--- src/seq_pkg.sv ---
package seq_pkg;
    // ****************************************
    // Timing
    // ****************************************
    localparam int CLK_PERIOD_NS    = 20;                      // 50 MHz system clock
    localparam int DWELL_FAST_NS    = 400;                     // Dwell on fast sweep scales
    localparam int DWELL_SLOW_NS    = 1000;                    // Dwell on other sweep scales
    localparam int XY_SWITCH_KHZ    = 2500;                    // Fixed X-Y switching rate
    localparam int XY_PERIOD_NS     = 1000000 / XY_SWITCH_KHZ; // One dwell per switch
    localparam int FAST_SCALE_MIN_US = 2;                      // Fast band, low end per div
    localparam int FAST_SCALE_MAX_US = 20;                     // Fast band, high end per div
    localparam logic [31:0] FAST_SCALE_MIN_NS = 32'(FAST_SCALE_MIN_US * 1000);
    localparam logic [31:0] FAST_SCALE_MAX_NS = 32'(FAST_SCALE_MAX_US * 1000);
    localparam int CYC_W = 8;                                  // Dwell counter width
    localparam logic [CYC_W-1:0] DWELL_FAST_CYC = CYC_W'(DWELL_FAST_NS / CLK_PERIOD_NS);
    localparam logic [CYC_W-1:0] DWELL_SLOW_CYC = CYC_W'(DWELL_SLOW_NS / CLK_PERIOD_NS);
    localparam logic [CYC_W-1:0] XY_CYC         = CYC_W'(XY_PERIOD_NS / CLK_PERIOD_NS);

    // ****************************************
    // Sources, in priority order
    // ****************************************
    localparam int NUM_SRC = 5;                                // Ch1, Ch2, sum, Ch3, Ch4
    localparam logic [NUM_SRC-1:0] SRC_DEFAULT = 5'h01;        // Channel 1 alone

    // ****************************************
    // Register map
    // ****************************************
    localparam int ADDR_W = 8;
    localparam logic [ADDR_W-1:0] ADDR_CTRL   = 8'h00;         // Mode control
    localparam logic [ADDR_W-1:0] ADDR_SCALE  = 8'h04;         // Sweep time scale, ns/div
    localparam logic [ADDR_W-1:0] ADDR_STATUS = 8'h08;         // Selection and source
    localparam logic [ADDR_W-1:0] ADDR_MENU   = 8'h0C;         // Last menu entry
    localparam int CTRL_RETRACE_BIT = 0;                       // 1 retrace, 0 timed interleave
    localparam int CTRL_XY_BIT      = 1;                       // X-Y display
    localparam int CTRL_ALT_BIT     = 2;                       // Main/delayed horiz alternate
    localparam int CTRL_DELTA_BIT   = 3;                       // Time delta readout chosen
    localparam int CTRL_DUAL_BIT    = 4;                       // Dual delays, no cursors
    localparam int CTRL_TRIG1_BIT   = 5;                       // Single main trigger source
    localparam int CTRL_INV_BIT     = 6;                       // Channel 2 polarity flip
    localparam int CTRL_EXIT_BIT    = 7;                       // Leave menu, self clearing
    localparam logic [7:0]  CTRL_RESET  = 8'h00;
    localparam logic [31:0] SCALE_RESET = 32'h0000_03E8;
    localparam int STAT_SEL_LSB     = 0;
    localparam int STAT_SRC_LSB     = 8;
    localparam int STAT_REF_BIT     = 16;
    localparam int STAT_DELTA_BIT   = 17;
    localparam int STAT_SLAVED_BIT  = 18;
    localparam int STAT_MENU_BIT    = 19;
    localparam int MENU_ENTRY_LSB   = 0;
    localparam int MENU_VALID_BIT   = 8;
    localparam logic [1:0] RESP_OKAY   = 2'h0;
    localparam logic [1:0] RESP_SLVERR = 2'h2;

    // ****************************************
    // Carriers
    // ****************************************
    typedef struct packed {
        logic [ADDR_W-1:0] awaddr;
        logic              awvalid;
        logic [31:0]       wdata;
        logic [3:0]        wstrb;
        logic              wvalid;
        logic              bready;
        logic [ADDR_W-1:0] araddr;
        logic              arvalid;
        logic              rready;
    } axi_req_t;

    typedef struct packed {
        logic        awready;
        logic        wready;
        logic [1:0]  bresp;
        logic        bvalid;
        logic        arready;
        logic [31:0] rdata;
        logic [1:0]  rresp;
        logic        rvalid;
    } axi_rsp_t;

    typedef struct packed {
        logic [NUM_SRC-1:0] src;       // One-hot shown source
        logic [NUM_SRC-1:0] ind;       // Button indicators
        logic               ref_dly;   // Reference delay in use
        logic               delta_dly; // Delta delay in use
        logic               trig_inv;  // Channel 2 trigger inverted
        logic               slaved;    // Slaved delta-time active
        logic               menu;      // Buttons act as menu entries
    } disp_out_t;
endpackage

--- src/dwell_timer.sv ---
`timescale 1ns/1ps
module dwell_timer
    import seq_pkg::*;
(
    input  wire logic             clk_sys,
    input  wire logic             reset,
    input  wire logic [CYC_W-1:0] period,
    output logic                  tick
);
    // ****************************************
    // Free-running dwell counter
    // ****************************************
    typedef struct packed {
        logic [CYC_W-1:0] cnt;  // Cycles in current dwell
        logic             tick; // End of dwell
    } dwell_state_t;

    dwell_state_t r_reg;
    dwell_state_t r_next;

    // Count with no sweep input at all, so switching drifts against sweeps
    always_comb begin
        r_next = r_reg;
        if (r_reg.cnt >= period - CYC_W'(1)) begin
            r_next.cnt  = '0;
            r_next.tick = 1'b1;
        end else begin
            r_next.cnt  = r_reg.cnt + CYC_W'(1);
            r_next.tick = 1'b0;
        end
    end

    // State register
    always_ff @(posedge clk_sys) begin
        if (reset) begin
            r_reg <= '0;
        end else begin
            r_reg <= r_next;
        end
    end

    assign tick = r_reg.tick;
endmodule

--- src/edge_sync.sv ---
`timescale 1ns/1ps
module edge_sync #(
    parameter int WIDTH = 8
) (
    input  wire logic             clk_sys,
    input  wire logic             reset,
    input  wire logic [WIDTH-1:0] raw,
    output logic      [WIDTH-1:0] rise
);
    // ****************************************
    // Two-stage synchroniser and rising edge
    // ****************************************
    typedef struct packed {
        logic [WIDTH-1:0] s1;  // First stage, read by s2 only
        logic [WIDTH-1:0] s2;  // Stable copy
        logic [WIDTH-1:0] s3;  // Previous stable copy
    } sync_state_t;

    sync_state_t r_reg;
    sync_state_t r_next;

    // Shift chain
    always_comb begin
        r_next    = r_reg;
        r_next.s1 = raw;
        r_next.s2 = r_reg.s1;
        r_next.s3 = r_reg.s2;
    end

    // State register
    always_ff @(posedge clk_sys) begin
        if (reset) begin
            r_reg <= '0;
        end else begin
            r_reg <= r_next;
        end
    end

    // One-cycle pulse per rising edge
    assign rise = r_reg.s2 & ~r_reg.s3;
endmodule

--- src/vertical_channel_sequencer.sv ---
// Chosen here: the placing of the registers and the AXI4-Lite interface to the registers.
`timescale 1ns/1ps
module vertical_channel_sequencer
    import seq_pkg::*;
(
    input  wire logic               clk_sys,
    input  wire logic               reset,
    input  wire logic [NUM_SRC-1:0] btn_raw,
    input  wire logic               menu_key_raw,
    input  wire logic               retrace_raw,
    input  wire logic               delayed_done_raw,
    input  wire axi_req_t           axi_in,
    output axi_rsp_t                axi_out,
    output disp_out_t               disp
);
    // ****************************************
    // State
    // ****************************************
    typedef struct packed {
        logic              aw_got;     // Write address held
        logic [ADDR_W-1:0] awaddr;     // Held write address
        logic              w_got;      // Write data held
        logic [31:0]       wdata;      // Held write data
        logic [3:0]        wstrb;      // Held byte strobes
        axi_rsp_t          rsp;        // Bus answer flops
        logic [7:0]        ctrl;       // Mode control
        logic [31:0]       scale;      // Sweep time scale
        logic [NUM_SRC-1:0] sel;       // Selected sources
        logic              menu;       // Menu mode
        logic [2:0]        entry;      // Last menu entry
        logic              entry_vld;  // Entry not yet read
        logic [2:0]        cur;        // Shown source index
        logic [CYC_W-1:0]  period;     // Dwell length
        disp_out_t         disp;       // Display outputs
    } seq_state_t;

    seq_state_t r_reg;
    seq_state_t r_next;

    logic [7:0]         pulse;       // Synchronised rising edges
    logic               dwell_tick;  // Dwell expired
    logic               adv;         // Step to next source
    logic [NUM_SRC-1:0] eff;         // Selection with default
    logic               multi;       // More than one source
    logic               fast;        // Scale in fast band
    logic               slaved;      // Slaved delta-time
    logic [2:0]         first;       // First in sequence
    logic [2:0]         second;      // Second in sequence
    logic [31:0]        rd;          // Read data

    // ****************************************
    // Pin synchronisers and dwell timer
    // ****************************************
    edge_sync #(
        .WIDTH(8)
    ) u_sync (
        .clk_sys (clk_sys),
        .reset   (reset),
        .raw     ({delayed_done_raw, retrace_raw, menu_key_raw, btn_raw}),
        .rise    (pulse)
    );

    dwell_timer u_dwell (
        .clk_sys (clk_sys),
        .reset   (reset),
        .period  (r_reg.period),
        .tick    (dwell_tick)
    );

    // ****************************************
    // Sequence helpers
    // ****************************************
    // Lowest set index, which is highest priority
    function automatic logic [2:0] first_idx(input logic [NUM_SRC-1:0] m);
        logic [2:0] res;
        res = '0;
        for (int k = NUM_SRC - 1; k >= 0; k--) begin
            if (m[k]) begin
                res = 3'(k);
            end
        end
        return res;
    endfunction

    // Next set index after c, wrapping in priority order
    function automatic logic [2:0] next_idx(input logic [NUM_SRC-1:0] m,
                                            input logic [2:0] c);
        logic [2:0] res;
        int         j;
        res = c;
        j   = 0;
        for (int k = NUM_SRC - 1; k >= 1; k--) begin
            j = (int'(c) + k) % NUM_SRC;
            if (m[j]) begin
                res = 3'(j);
            end
        end
        return res;
    endfunction

    // ****************************************
    // Next state
    // ****************************************
    always_comb begin
        r_next = r_reg;
        rd     = '0;
        // Write answer taken
        if (r_reg.rsp.bvalid && axi_in.bready) begin
            r_next.rsp.bvalid = 1'b0;
        end
        // Address and data in either order
        if (axi_in.awvalid && r_reg.rsp.awready) begin
            r_next.aw_got = 1'b1;
            r_next.awaddr = axi_in.awaddr;
        end
        if (axi_in.wvalid && r_reg.rsp.wready) begin
            r_next.w_got = 1'b1;
            r_next.wdata = axi_in.wdata;
            r_next.wstrb = axi_in.wstrb;
        end
        // Perform write once both halves are held
        if (r_next.aw_got && r_next.w_got) begin
            r_next.aw_got     = 1'b0;
            r_next.w_got      = 1'b0;
            r_next.rsp.bvalid = 1'b1;
            r_next.rsp.bresp  = RESP_OKAY;
            case (r_next.awaddr)
                ADDR_CTRL: begin
                    if (r_next.wstrb[0]) begin
                        r_next.ctrl = r_next.wdata[7:0];
                    end
                end
                ADDR_SCALE: begin
                    for (int b = 0; b < 4; b++) begin
                        if (r_next.wstrb[b]) begin
                            r_next.scale[8*b +: 8] = r_next.wdata[8*b +: 8];
                        end
                    end
                end
                ADDR_STATUS, ADDR_MENU: begin
                    // Read-only, write ignored
                end
                default: begin
                    r_next.rsp.bresp = RESP_SLVERR;
                end
            endcase
        end
        // Read answer taken
        if (r_reg.rsp.rvalid && axi_in.rready) begin
            r_next.rsp.rvalid = 1'b0;
        end
        // Read request
        if (axi_in.arvalid && r_reg.rsp.arready) begin
            r_next.rsp.rvalid = 1'b1;
            r_next.rsp.rresp  = RESP_OKAY;
            case (axi_in.araddr)
                ADDR_CTRL: begin
                    rd[7:0] = r_reg.ctrl;
                end
                ADDR_SCALE: begin
                    rd = r_reg.scale;
                end
                ADDR_STATUS: begin
                    rd[STAT_SEL_LSB +: NUM_SRC] = r_reg.disp.ind;
                    rd[STAT_SRC_LSB +: NUM_SRC] = r_reg.disp.src;
                    rd[STAT_REF_BIT]            = r_reg.disp.ref_dly;
                    rd[STAT_DELTA_BIT]          = r_reg.disp.delta_dly;
                    rd[STAT_SLAVED_BIT]         = r_reg.disp.slaved;
                    rd[STAT_MENU_BIT]           = r_reg.disp.menu;
                end
                ADDR_MENU: begin
                    rd[MENU_ENTRY_LSB +: 3] = r_reg.entry;
                    rd[MENU_VALID_BIT]      = r_reg.entry_vld;
                    r_next.entry_vld        = 1'b0;
                end
                default: begin
                    r_next.rsp.rresp = RESP_SLVERR;
                end
            endcase
            r_next.rsp.rdata = rd;
        end
        r_next.rsp.awready = !r_next.aw_got && !r_next.rsp.bvalid;
        r_next.rsp.wready  = !r_next.w_got && !r_next.rsp.bvalid;
        r_next.rsp.arready = !r_next.rsp.rvalid;

        // Menu exit is self clearing; key press after it wins
        if (r_next.ctrl[CTRL_EXIT_BIT]) begin
            r_next.ctrl[CTRL_EXIT_BIT] = 1'b0;
            r_next.menu                = 1'b0;
        end
        if (pulse[NUM_SRC]) begin
            r_next.menu = 1'b1;
        end
        // Buttons: menu entries or display toggles
        if (r_reg.menu) begin
            if (pulse[NUM_SRC-1:0] != '0) begin
                r_next.entry     = first_idx(pulse[NUM_SRC-1:0]);
                r_next.entry_vld = 1'b1;
            end
        end else begin
            r_next.sel = r_reg.sel ^ pulse[NUM_SRC-1:0];
        end

        // Effective selection and its shape
        eff    = (r_next.sel == '0) ? SRC_DEFAULT : r_next.sel;
        multi  = (eff & (eff - NUM_SRC'(1))) != '0;
        fast   = (r_next.scale >= FAST_SCALE_MIN_NS) && (r_next.scale <= FAST_SCALE_MAX_NS);
        first  = first_idx(eff);
        second = first_idx(eff & ~(NUM_SRC'(1) << first));

        // Dwell choice
        if (r_next.ctrl[CTRL_XY_BIT]) begin
            r_next.period = XY_CYC;
        end else if (fast) begin
            r_next.period = DWELL_FAST_CYC;
        end else begin
            r_next.period = DWELL_SLOW_CYC;
        end

        // Advance event by mode
        if (r_reg.ctrl[CTRL_XY_BIT]) begin
            adv = dwell_tick;
        end else if (r_reg.ctrl[CTRL_RETRACE_BIT]) begin
            if (r_reg.ctrl[CTRL_ALT_BIT]) begin
                adv = pulse[7];
            end else begin
                adv = pulse[6];
            end
        end else begin
            adv = dwell_tick;
        end

        // Shown source
        if (!multi || !eff[r_reg.cur]) begin
            r_next.cur = first;
        end else if (adv) begin
            r_next.cur = next_idx(eff, r_reg.cur);
        end

        // Slaved delta-time and delay assignment
        slaved = r_next.ctrl[CTRL_RETRACE_BIT] && r_next.ctrl[CTRL_DELTA_BIT]
                 && r_next.ctrl[CTRL_DUAL_BIT] && r_next.ctrl[CTRL_TRIG1_BIT]
                 && multi;
        r_next.disp.src       = NUM_SRC'(1) << r_next.cur;
        r_next.disp.ind       = r_next.sel;
        r_next.disp.ref_dly   = !slaved || (r_next.cur != second);
        r_next.disp.delta_dly = !slaved || (r_next.cur != first);
        r_next.disp.trig_inv  = r_next.ctrl[CTRL_INV_BIT];
        r_next.disp.slaved    = slaved;
        r_next.disp.menu      = r_next.menu;
    end

    // ****************************************
    // State register
    // ****************************************
    always_ff @(posedge clk_sys) begin
        if (reset) begin
            r_reg        <= '0;
            r_reg.ctrl   <= CTRL_RESET;
            r_reg.scale  <= SCALE_RESET;
            r_reg.period <= DWELL_SLOW_CYC;
            r_reg.disp.src       <= SRC_DEFAULT;
            r_reg.disp.ref_dly   <= 1'b1;
            r_reg.disp.delta_dly <= 1'b1;
        end else begin
            r_reg <= r_next;
        end
    end

    assign axi_out = r_reg.rsp;
    assign disp    = r_reg.disp;

    logic [NUM_SRC-1:0] eff_q;     // Effective selection now
    logic [NUM_SRC-1:0] toggled;   // Expected selection after press
    assign eff_q   = (r_reg.sel == '0) ? SRC_DEFAULT : r_reg.sel;
    assign toggled = r_reg.sel ^ pulse[NUM_SRC-1:0];
endmodule

--- config.mk ---
export PLATFORM = sky130hd
export DESIGN_NAME = vertical_channel_sequencer
export DESIGN_NICKNAME = d
export VERILOG_FILES = /design/src/seq_pkg.sv /design/src/dwell_timer.sv /design/src/edge_sync.sv /design/src/vertical_channel_sequencer.sv
export SDC_FILE = /design/constraint.sdc
export NUM_CORES = 1
export LEC_CHECK = 0
export BUFFER_PORTS_ARGS = -buffer_cell sky130_fd_sc_hd__buf_4
export CORE_UTILIZATION = 40
export DETAILED_ROUTE_END_ITERATION = 6
export HOLD_SLACK_MARGIN = 0.15
export PLACE_DENSITY = 0.64
export SLEW_MARGIN = 40
export SYNTH_ARGS = -nofsm -noshare
export SYNTH_HDL_FRONTEND = slang
export SYNTH_SLANG_ARGS = --single-unit
--- constraint.sdc ---
create_clock -name clk_sys -period 5.6 [get_ports clk_sys]
set_input_delay 0.84 -clock clk_sys [delete_from_list [all_inputs] [get_ports clk_sys]]
set_output_delay 0.84 -clock clk_sys [all_outputs]
set_load 0.02 [all_outputs]
==> results by group <==
STA
  • Tightest Pin Transition: 784 ps
  • F_max: 202 MHz
  • Final period util: 88.3%
  • Max-slew violations: 0
  • Min Tclk post-route: 4940 ps
  • Setup TNS: 0 ps
  • Clock Skews: 13.0 ps
  • Setup WS post-layout: 656 ps
  • Fin. Hold Viols: 0
  • RSZ-0062 raised after global routing: no
  • Final setup violation count: 0
  • Relative slew slack: 47.5%

Clocking
  • Clock Sinks: 180
  • Max Buffers Root-to-Sink: 2
  • Clock root buffer: clkbuf_16
  • Count of hold-fix buffers inserted at cts: 0
  • CTS tree: done
  • Reg clk slew, reported paths: 80 ps
  • CTS Buf Count: 17
  • Clock latency on the worst-skew pair: 430 ps
  • PostCTS Resize Cnt: 0
  • Setup Fix Bufs, Post-CTS: 0
  • H-tree depth: 4

Synth
  • Asr flop ratio synth: 0%
  • Yosys reg bits: 180
  • Netlist cell types: 93
  • Synthesized area: 0.00907 sq mm
  • Avg Cell Area, Syn: 8.64 sq um
  • Syn. warnings: 0
  • Main synth FF type: dfxtp_1
  • Synth Instances: 1049
  • Register area share after synthesis: 39.7%
  • EDFF count, synth: 0

Floorplanning
  • Starting Density: 41.2%
  • Chip height: 153 microns
  • Ports: 123
  • Num rows: 54
  • Core area: 0.0220 sq mm
  • Die width: 153 microns
  • Die ar.: 0.0233 sq mm

Status
  • Status: finished with violations
  • Failing checks: DRC

Place
  • Routability Congestion: 0.885
  • DP Worst Slack: 689 ps
  • Placed inst area: 0.00978 sq mm
  • HPWL Detailed: 15700 microns
  • Port Buf Inserts: 120

Power
  • VDD IR max: 0.242 mV
  • PD cells: 318 mW/mm^2
  • Total power draw: 3.30 mW
  • Leakage power: 4.07 nW

Worst hold path
  • WHS Path Cells: 1
  • Min-Delay Startpoint: u_sync.r_next[15]
  • Endpoint, Worst Hold: u_sync.r_next[7]
  • Hold Path Class: reg2reg

Job
  • Max_cap viols: 0

Drt
  • Total number of vias: 7403
  • Remaining DRCs: 12
  • Drt wl/cell: 15.6 microns
  • ANT nets after route: 0
  • Vias per cell: 5.33
  • TritonRoute pass-1 iters: 7
  • 1st-iter DRT viols: 436
  • Total Wirelength: 21700 microns

Finish
  • Area delta synth->final: 14.7%
  • Final net count: 1189
  • Ant. Diodes: 0
  • Fill cells: 2106
  • Post-layout util: 47.2%
  • Post-route cell area: 0.0104 sq mm
  • Share of cells above drive strength 1: 19.7%
  • Max reg flops: 94

Global route
  • Largest net degree at the start of global routing: 83
  • Number of global-route vias before repair: 6791
  • Tot GR Track Use: 19.0%
  • Grt total ovfl: 0
  • First-pass GRT wire length: 35500 microns
  • Initial antenna violation count: 0

Setup path
  • Crit end category: register
  • Register-to-register setup slack: 660 ps
  • Startpoint types: register
  • R2R cell count: 20
  • R2r endpoint: disp[4]
  • Crit path kind: reg2reg
  • WP data arrival: 5260 ps
  • WP data required: 5910 ps
  • Worst r2r src: r_reg[24]
  • CP max FO: 7
==> critical path, stage by stage (launching register included) <==
cell       delay, ps
dfxtp_1          310
inv_1            210
ha_1             360
xnor2_2          180
inv_2            100
ha_1             250
nor2_1           120
a21oi_1          110
xnor2_1          270
ha_1             300
or2b_1           280
a21o_1           220
o21a_1           220
o311ai_1         240
o22a_2           180
o21ai_2           80
or3_1            400
o2111ai_2        120
a221oi_2         100
a221o_1          380
or4_1            380
==> worst max path at each step <==
| stage | start | to | cells after the start |
|---|---|---|---|
| floorplan | r_reg[23] | disp[4] | 21 |
| global placement | r_reg[24] | disp[4] | 20 |
| detailed placement | r_reg[24] | disp[4] | 20 |
| CTS | r_reg[24] | disp[4] | 20 |
| global route | r_reg[24] | disp[4] | 20 |
| finish | r_reg[24] | disp[4] | 20 |
==> cells by family (layout without fill, tap and decap cells) <==
| family | Yosys count | in the layout | synth area share [%] |
|---|---|---|---|
| AO/OA/AOI/OAI | 227 | 227 | 17.6 |
| XOR/XNOR | 22 | 22 | 2.54 |
| AND/OR/NAND/NOR | 401 | 401 | 21.6 |
| multiplexers | 52 | 52 | 6.04 |
| buffers and inverters | 140 | 198 | 8.79 |
| adder cells (fa/ha/maj) | 26 | 26 | 3.59 |
| flip-flops | 180 | 180 | 39.7 |
| other | 1 | 3 | 0.0414 |
==> through the flow <==
stage	instances	hold slack [ps]
3_5_place_dp	1357	421
5_1_grt	1389	462
4_1_cts	1389	439
3_3_place_gp	1357	416
2_1_floorplan	1051	414
6_report	1389	438
==> placed cells by master (no fill, tap or decap), drive strengths merged, types with 10 or more instances in the layout <==
cell | Yosys | routed
a211oi | 35 | 35
a21oi | 59 | 59
nand3 | 39 | 39
mux2i | 48 | 48
nor2 | 147 | 147
clkbuf | 40 | 18
inv | 27 | 35
buf | 71 | 138
nor2b | 31 | 31
and2 | 11 | 11
dfxtp | 180 | 180
xnor2 | 16 | 16
nor3 | 22 | 22
nand2 | 83 | 83
nor4 | 16 | 16
nor3b | 10 | 10
o21ai | 41 | 41
ha | 26 | 26
==> layer usage <==
metal / share of wire [%] / global-route usage (%) / up-vias
li1: - / - / 3731
met3: 6.0 / 4.15 / 18
met2: 45 / 29.9 / 207
met5: 0 / 0 / -
met1: 48 / 26.4 / 3447
met4: 1.2 / 4.95 / 0
==> cell usage after synthesis (5+ instances only) <==
cell,instances,area [sq um]
a21oi_1,56,280
nor4_1,16,100
o21ai_0,35,175
a21o_1,7,52.6
nand2b_1,8,50.1
xnor2_1,13,114
nand3_1,39,195
inv_1,26,97.6
a31oi_1,9,56.3
o21a_1,5,37.5
a22oi_1,7,52.6
buf_2,6,30.0
and2_1,10,62.6
or3_1,8,50.1
o21ai_1,5,25.0
a221oi_1,8,70.1
o211ai_1,5,37.5
or4_1,5,37.5
mux2i_1,48,480
nor2_1,146,548
buf_1,6,22.5
a211oi_1,35,263
nor3_1,21,105
clkbuf_1,37,139
dfxtp_1,180,3600
ha_1,26,325
nor2b_1,31,194
o2111ai_1,7,61.3
o31ai_1,5,37.5
nand2_1,83,312
buf_4,58,435
==> final cells by class <==
cell class	count	area (sq um)	area share, %
Inverter	28	105	1.01
Timing Repair Buffer	138	1040	10.0
Clock buffer	18	439	4.22
Sequential cell	180	3600	34.6
Clock inverter	14	173	1.66
Multi-Input combinational cell	731	4690	45.1
Tap cell	280	350	3.37
==> report_power, final <==
group	leakage (nW)	total, mW	switching (mW)	internal, mW
combinational	2.31	0.737	0.431	0.306
clock	0.297	1.21	0.589	0.619
sequential	1.46	1.36	0.0337	1.33
Power figures use the tool's default switching activity.
